===== src/aaol_pkg.sv =====
// Purpose: constants and types of the advanced alarm output logic
// Assumes: 40 MHz system clock, four setpoint comparators upstream
// Notes:   register offsets are byte addresses on the plain port
package aaol_pkg;

    // ----------------------------------------
    // timing
    // ----------------------------------------
    localparam int unsigned CLK_HZ      = 40_000_000;
    localparam int unsigned TICK_MS     = 100;
    localparam int unsigned TICK_CYCLES = CLK_HZ / 1000 * TICK_MS;
    localparam logic [13:0] DLY_MAX     = 14'h270F;
    localparam logic [13:0] DLY_RESET   = 14'h0000;

    // ----------------------------------------
    // register map
    // ----------------------------------------
    localparam logic [3:0]  ADDR_CFG    = 4'h0;
    localparam logic [3:0]  ADDR_STAT   = 4'h4;
    localparam int unsigned CFG_ROUTE   = 0;
    localparam int unsigned CFG_LATCH   = 3;
    localparam int unsigned CFG_TRIP    = 5;

    typedef enum logic [2:0] {
        ROUTE_NONE    = 3'h0,
        ROUTE_LOWEST  = 3'h1,
        ROUTE_L       = 3'h2,
        ROUTE_H       = 3'h3,
        ROUTE_HIGHEST = 3'h4
    } aaol_route_type;

    typedef enum logic [1:0] {
        LATCH_OFF  = 2'h0,
        LATCH_CONT = 2'h1,
        LATCH_STOP = 2'h2
    } aaol_latch_type;

    typedef enum logic [3:0] {
        PH_INIT    = 4'h1,
        PH_DELAY   = 4'h2,
        PH_STANDBY = 4'h4,
        PH_RUN     = 4'h8
    } aaol_phase_type;

    // comparator flags: lowest below lowest setpoint, l below low,
    // h above high, highest above highest setpoint
    typedef struct packed {
        logic ovr_lo;
        logic ovr_hi;
        logic highest;
        logic h;
        logic l;
        logic lowest;
    } aaol_cmp_type;

    typedef struct packed {
        aaol_phase_type phase;
        aaol_route_type route;
        aaol_latch_type latch;
        logic           trip;
        logic           stby;
        logic [13:0]    dly;
        logic [31:0]    pre;
        logic           xrst1;
        logic           xrst2;
        logic [3:0]     held;
        logic           frozen;
        logic [3:0]     out;
        logic [4:0]     ind;
        logic [3:0]     psel;
        logic [31:0]    rdata;
    } aaol_state_type;

endpackage : aaol_pkg


===== src/aaol_top.sv =====
// Purpose: alarm post-processing between comparators and outputs
// Assumes: comparator flags and over-range synchronous to SYS_CLK
// Notes:   bit order of point vectors is lowest, low, high, highest from bit 0
module aaol_top #(
    parameter int unsigned TICK = aaol_pkg::TICK_CYCLES
) (
    input  wire logic                  SYS_CLK,
    input  wire logic                  RST,
    input  wire logic [3:0]            ADDR,
    input  wire logic [31:0]           WDATA,
    input  wire logic                  WR,
    input  wire logic                  RD,
    output logic      [31:0]           RDATA,
    input  wire aaol_pkg::aaol_cmp_type CMP,
    input  wire logic [13:0]           POWER_ON_DELAY_SETTING_SET,
    input  wire logic                  STANDBY_SET,
    input  wire logic                  EXT_RESET,
    output logic      [3:0]            ALARM_OUT,
    output logic      [4:0]            INDICATOR,
    output logic      [3:0]            PASS_SEL,
    output logic                       MEAS_HOLD
);

    aaol_pkg::aaol_state_type q;
    aaol_pkg::aaol_state_type d;

    logic [3:0] raw;
    logic [3:0] pm;
    logic [3:0] want;
    logic [3:0] newly;
    logic       pass;
    logic       blk;
    logic       run;
    logic       clr;
    logic       tick;

    // ----------------------------------------
    // alarm evaluation
    // ----------------------------------------
    // over-range drives the matching side
    assign raw[0] = CMP.lowest  | CMP.ovr_lo;
    assign raw[1] = CMP.l       | CMP.ovr_lo;
    assign raw[2] = CMP.h       | CMP.ovr_hi;
    assign raw[3] = CMP.highest | CMP.ovr_hi;
    assign blk  = (CMP.ovr_lo | CMP.ovr_hi) & ~q.trip;
    assign pass = ~raw[1] & ~raw[2];
    assign pm   = (q.route == aaol_pkg::ROUTE_NONE) ? 4'h0
                : 4'(4'h1 << (q.route - 3'h1));
    // routed bit carries pass, not own alarm
    assign want = (raw & ~pm) | (pm & {4{pass}});
    assign run  = (q.phase == aaol_pkg::PH_RUN);
    // latch off mode clears the latches and the freeze like the external reset
    assign clr  = q.xrst2 | (q.latch == aaol_pkg::LATCH_OFF);
    // pass bit never latches; frozen takes nothing new
    assign newly = want & ~pm
                 & {4{run & ~q.frozen & ~blk}}
                 & {4{q.latch != aaol_pkg::LATCH_OFF}};
    assign tick = (q.pre == 32'(TICK - 1));

    always_comb
    begin
        d       = q;
        d.rdata = 32'h0000_0000;
        // ----------------------------------------
        // register port
        // ----------------------------------------
        if (WR && ADDR == aaol_pkg::ADDR_CFG)
        begin
            d.route = aaol_pkg::aaol_route_type'(WDATA[aaol_pkg::CFG_ROUTE +: 3]);
            d.latch = aaol_pkg::aaol_latch_type'(WDATA[aaol_pkg::CFG_LATCH +: 2]);
            d.trip  = WDATA[aaol_pkg::CFG_TRIP];
            if (WDATA[aaol_pkg::CFG_ROUTE +: 3] > 3'h4)
            begin
                d.route = aaol_pkg::ROUTE_NONE;
            end
            if (WDATA[aaol_pkg::CFG_LATCH +: 2] == 2'h3)
            begin
                d.latch = aaol_pkg::LATCH_OFF;
            end
        end
        if (RD)
        begin
            case (ADDR)
                aaol_pkg::ADDR_CFG:
                    d.rdata = {26'h0, q.trip, q.latch, q.route};
                aaol_pkg::ADDR_STAT:
                    d.rdata = {14'h0, q.phase, q.frozen,
                               q.held, q.ind, q.out};
                default:
                    d.rdata = 32'h0000_0000;
            endcase
        end
        // ----------------------------------------
        // reset synchroniser and prescaler
        // ----------------------------------------
        // two-flop sampling of the external reset
        d.xrst1 = EXT_RESET;
        d.xrst2 = q.xrst1;
        d.pre   = tick ? 32'h0000_0000 : q.pre + 32'h0000_0001;
        // ----------------------------------------
        // startup sequence
        // ----------------------------------------
        case (q.phase)
            aaol_pkg::PH_INIT:
            begin
                d.dly   = (POWER_ON_DELAY_SETTING_SET > aaol_pkg::DLY_MAX)
                        ? aaol_pkg::DLY_MAX : POWER_ON_DELAY_SETTING_SET;
                d.stby  = STANDBY_SET;
                d.pre   = 32'h0000_0000;
                d.phase = aaol_pkg::PH_DELAY;
            end
            aaol_pkg::PH_DELAY:
            begin
                if (q.dly == 14'h0000)
                begin
                    d.phase = q.stby ? aaol_pkg::PH_STANDBY
                                     : aaol_pkg::PH_RUN;
                end
                else if (tick)
                begin
                    d.dly = q.dly - 14'h0001;
                end
            end
            aaol_pkg::PH_STANDBY:
            begin
                if (pass && !blk)
                begin
                    d.phase = aaol_pkg::PH_RUN;
                end
            end
            aaol_pkg::PH_RUN:
                d.phase = aaol_pkg::PH_RUN;
            default:
                d.phase = aaol_pkg::PH_INIT;
        endcase
        // ----------------------------------------
        // latching
        // ----------------------------------------
        // set wins over a simultaneous clear
        d.held = ((clr ? 4'h0 : q.held) & ~pm) | newly;
        // stop mode freezes on first latch
        d.frozen = ((clr || q.latch != aaol_pkg::LATCH_STOP)
                    ? 1'b0 : q.frozen)
                 | ((q.latch == aaol_pkg::LATCH_STOP) && (|newly));
        // ----------------------------------------
        // outputs
        // ----------------------------------------
        // no alarm output leaves before run phase; the indicator follows the points in every phase except while over-range blanks it
        if (!run)
        begin
            d.out = 4'h0;
        end
        else if (q.frozen && !clr)
        begin
            d.out = q.out;
        end
        else
        begin
            d.out = want | (q.held & ~pm);
        end
        d.ind = {pass, raw};
        if (blk)
        begin
            d.out = 4'h0;
            d.ind = 5'h00;
        end
        // downstream timing uses pass settings here
        d.psel = pm;
    end

    always_ff @(posedge SYS_CLK or posedge RST)
    begin
        if (RST)
        begin
            q       <= '0;
            q.phase <= aaol_pkg::PH_INIT;
            q.route <= aaol_pkg::ROUTE_NONE;
            q.latch <= aaol_pkg::LATCH_OFF;
            q.trip  <= 1'b1;
            q.dly   <= aaol_pkg::DLY_RESET;
        end
        else
        begin
            q <= d;
        end
    end

    assign RDATA     = q.rdata;
    assign ALARM_OUT = q.out;
    assign INDICATOR = q.ind;
    assign PASS_SEL  = q.psel;
    assign MEAS_HOLD = q.frozen;
endmodule : aaol_top


===== config.mk =====
export PLATFORM = sky130hd
export DESIGN_NAME = aaol_top
export DESIGN_NICKNAME = d
export VERILOG_FILES = /design/src/aaol_pkg.sv /design/src/aaol_top.sv
export SDC_FILE = /design/constraint.sdc
export NUM_CORES = 1
export LEC_CHECK = 0
export BUFFER_PORTS_ARGS = -buffer_cell sky130_fd_sc_hd__buf_2
export CELL_PAD_IN_SITES_DETAIL_PLACEMENT = 1
export CELL_PAD_IN_SITES_GLOBAL_PLACEMENT = 1
export CORE_AREA = 8 8 86 165
export DETAILED_ROUTE_END_ITERATION = 10
export DIE_AREA = 0 0 94 173
export HOLD_SLACK_MARGIN = 0.1
export PLACE_DENSITY = 0.77
export SYNTH_ARGS = -nofsm -noshare
export SYNTH_HDL_FRONTEND = slang
export SYNTH_SLANG_ARGS = --single-unit

===== constraint.sdc =====
create_clock -name SYS_CLK -period 3.7 [get_ports SYS_CLK]
set_clock_uncertainty 0.05 [all_clocks]
set_input_delay 0.555 -clock SYS_CLK [delete_from_list [all_inputs] [get_ports SYS_CLK]]
set_output_delay 0.555 -clock SYS_CLK [all_outputs]
set_load 0.01 [all_outputs]

==> impl_metrics.toml <==
[worst_hold_path]
worst_hold_path_type = "in2async"

[clocking]
clk_latency_ns = 0.35
clkSinkCount = 95
clock_buffer_depth = 2
cts_tree = "yes"
cts_made_buffers = 9
cts_repair_resize_count = 0
post_cts_buffers = 0
clk_pin_slew_ns = 0.07
clk_root_buffer_cell = "sky130_fd_sc_hd__clkbuf_16"
cts_hold_buffers = 0
htreeDepth = 3

[grt]
globalRoute.busiestLayer = "met2"
global_route.usage.met1 = 0.190
globalRouteMet3Util = 0.0265
grt_start_max_net_pins = 45
antenna_found_initial = 0
number_of_global_route_vias_before_repair = 4099
grt.met2_usage = 0.263
overflow = 0
grt_first_pass_wirelength_um = 20600
global_route.usage.total = 0.155

[setup_path]
reg_to_reg_critical_path_startpoint = "q[84]$_DFFE_PP0P_"
r2r_end = "q[97]$_DFFE_PP0P_"
arrival_ns = 2.76
cp_max_fo = 17
slowest_delay_ns = 0.53
cell_depth_of_the_worst_flop_to_flop_path = 8
cp_slowest_cell = "sky130_fd_sc_hd__or4b_4"
type_of_the_worst_setup_path = "reg2reg"
worstSetupStartpoint = "q[84]$_DFFE_PP0P_"
timing.critical_path.cells = "inv_1, ha_1, or4b_4, or3_4, o21ai_4, o21a_4, nor2_1, o22a_1"
timing.critical_path.to_type = "flop"
crit_required_ns = 3.88
setup.worst_path.start_class = "flop"
worst-r2r-setup-slack_ns = 1.12

[floorplanning]
design.portCount = 108
die_height_um = 173
initial_utilization = 0.401
die_area_um2 = 16300
placementRows = 57
core_um2 = 12000
dieWidth_um = 94

[yosys]
synth_top_area_cell = "sky130_fd_sc_hd__dfrtp_1"
post_synth_main_area_contributors = "sky130_fd_sc_hd__dfrtp_1 (48%), sky130_fd_sc_hd__buf_4 (7.2%), sky130_fd_sc_hd__nor2_1 (5.2%)"
synth_sequential_area_ratio = 0.496
synth_seq_cells = 95
synthCells = 504
post_synth_instance_area_um2 = 4800
avgSynthCellArea_um2 = 9.53
netlist-cell-type-count = 59
yosysTopAreaCellShare = 0.485
ys_dominant_reg_cell = "sky130_fd_sc_hd__dfrtp_1"
synth-edff-count = 0
synth-warning-count = 0
synth-async-reset-ratio = 1.00

[routing]
num_vias = 3714
detail_route.first_pass.iterations = 4
viasPerCell = 5.36
wirelength_um = 11900
initialDrtViolationCount = 93
drcViolationCount = 0
postRouteAntennaNets = 0
route.detailed.wl_per_inst_um = 17.1

[sta]
timing.final.hold_violations = 0
final_min_period_over_clock_period = 0.698
finalWorstPathRequiredPeriod_ns = 2.58
final_max_slew_viol_count = 0
final.setup.tns_ns = 0
clock.fmax_mhz = 387
setup_violations = 0
worst_slew_margin_rel = 0.444
grt_setup_unrepaired = "no"
tightest_slew_ns = 0.833

[final_layout]
final_common_cell = "sky130_fd_sc_hd__dfrtp_1"
final_layout_size_suffix_gt1_frac = 0.192
final_cell_mix = "sky130_fd_sc_hd__dfrtp_1 (93), sky130_fd_sc_hd__buf_2 (67), sky130_fd_sc_hd__nor2_1 (66)"
areaGrowthSynthToFinish_pct = 10.5
layout.filler_cells = 1405
antenna_cells_inserted = 0
nets = 605

[placement]
hpwlAfterDp_um = 8550
port-buffer-count = 67
place_congestion = 0.789

[run_status]
status = "finished clean"

[power_and_ir_drop]
p_per_area_nw_per_um2 = 597
highest_ir_drop_seen_on_vdd_v = 0.000365
totalPowerFinal_mw = 3.17
static-leakage-power_nw = 2.47

[run]
timing.max_cap.violations = 0
per-layer routing:
| metal | wire, um | vias to the layer above | share of wire |
|---|---|---|---|
| met5 | 0 | - | 0 |
| met4 | 138 | 0 | 0.012 |
| met3 | 417 | 10 | 0.035 |
| met2 | 6220 | 57 | 0.53 |
| met1 | 5070 | 1876 | 0.43 |
| li1 | - | 1771 | - |
cell type report:
| class | instances | area [um2] | share of cell area |
|---|---|---|---|
| clock buffers | 12 | 256 | 0.0484 |
| flip-flops and latches | 95 | 2380 | 0.449 |
| multi-input cells | 354 | 2020 | 0.382 |
| inverters | 10 | 40.0 | 0.00755 |
| repair buffers | 71 | 365 | 0.0689 |
| clock inverters | 4 | 53.8 | 0.0101 |
| well taps | 147 | 184 | 0.0347 |
cells in the mapped netlist, types with 10 or more instances:
library cell and n:
sky130_fd_sc_hd__buf_4 46, sky130_fd_sc_hd__inv_1 10, sky130_fd_sc_hd__nand2_1 35, sky130_fd_sc_hd__xor2_1 14
sky130_fd_sc_hd__nand3_1 16, sky130_fd_sc_hd__nor4_1 10, sky130_fd_sc_hd__o21ai_0 30, sky130_fd_sc_hd__a21oi_1 34
sky130_fd_sc_hd__nor3_1 13, sky130_fd_sc_hd__and2_1 12, sky130_fd_sc_hd__dfrtp_1 93, sky130_fd_sc_hd__nor2_1 66
through the flow:
| step | instance area, um2 | cells | hold WS, ns | setup WS [ns] | util |
|---|---|---|---|---|---|
| finish | 5300 | 693 | 0.224 | 1.12 | 0.443 |
| global placement | 4990 | 677 | 0.287 | 1.22 | 0.417 |
| global route | 5300 | 693 | 0.272 | 0.981 | 0.443 |
| detailed placement | 4990 | 677 | 0.286 | 1.13 | 0.417 |
| floorplan | 4850 | 517 | 0.281 | 0.621 | - |
| CTS | 5300 | 693 | 0.240 | 1.12 | 0.443 |
sequential cells by signal (all words and copies together) (netlist names):
register / count
d: 1
q: 62
MEAS_HOLD: 1
RDATA: 18
ALARM_OUT: 4
PASS_SEL: 4
INDICATOR: 5
critical path, delay by kind of cell (launching register included):
family	cells	cell delay [ns]
simple gates	3	1.03
compound gates	3	0.67
flops	1	0.40
fa+ha+maj	1	0.22
buf+inv	1	0.10
power breakdown:
group	internal (mW)	leakage [nW]	switching, mW
sequential	1.20	1.27	0.170
clock	0.562	0.145	0.396
combinational	0.315	1.06	0.527
total	2.07	2.47	1.09
cell families (layout without fill, tap and decap cells):
kind of cell | after synthesis | after routing | synth area share
adders and majority gates | 2 | 2 | 0.00521
and+or+nand+nor | 211 | 211 | 0.230
buffers and inverters | 68 | 97 | 0.0928
other | 1 | 14 | 0.000781
xor gates and xnor gates | 23 | 23 | 0.0420
AOI/OAI and AO/OA | 97 | 97 | 0.119
DFF | 95 | 95 | 0.496
muxes | 7 | 7 | 0.0149
worst max path at each step:
stage / endpoint / slack [ns] / depth (start not counted)
final: q[97]$_DFFE_PP0P_ / 1.12 / 8
after global routing: q[97]$_DFFE_PP0P_ / 0.98 / 8
after CTS: q[84]$_DFFE_PP0P_ / 1.12 / 8
after detailed placement: q[84]$_DFFE_PP0P_ / 1.13 / 8
after global placement: q[84]$_DFFE_PP0P_ / 1.22 / 8
after floorplan: ALARM_OUT[0]$_DFFE_PP0P_ / 0.62 / 1
Note: power is estimated with default switching activity, not from simulation.
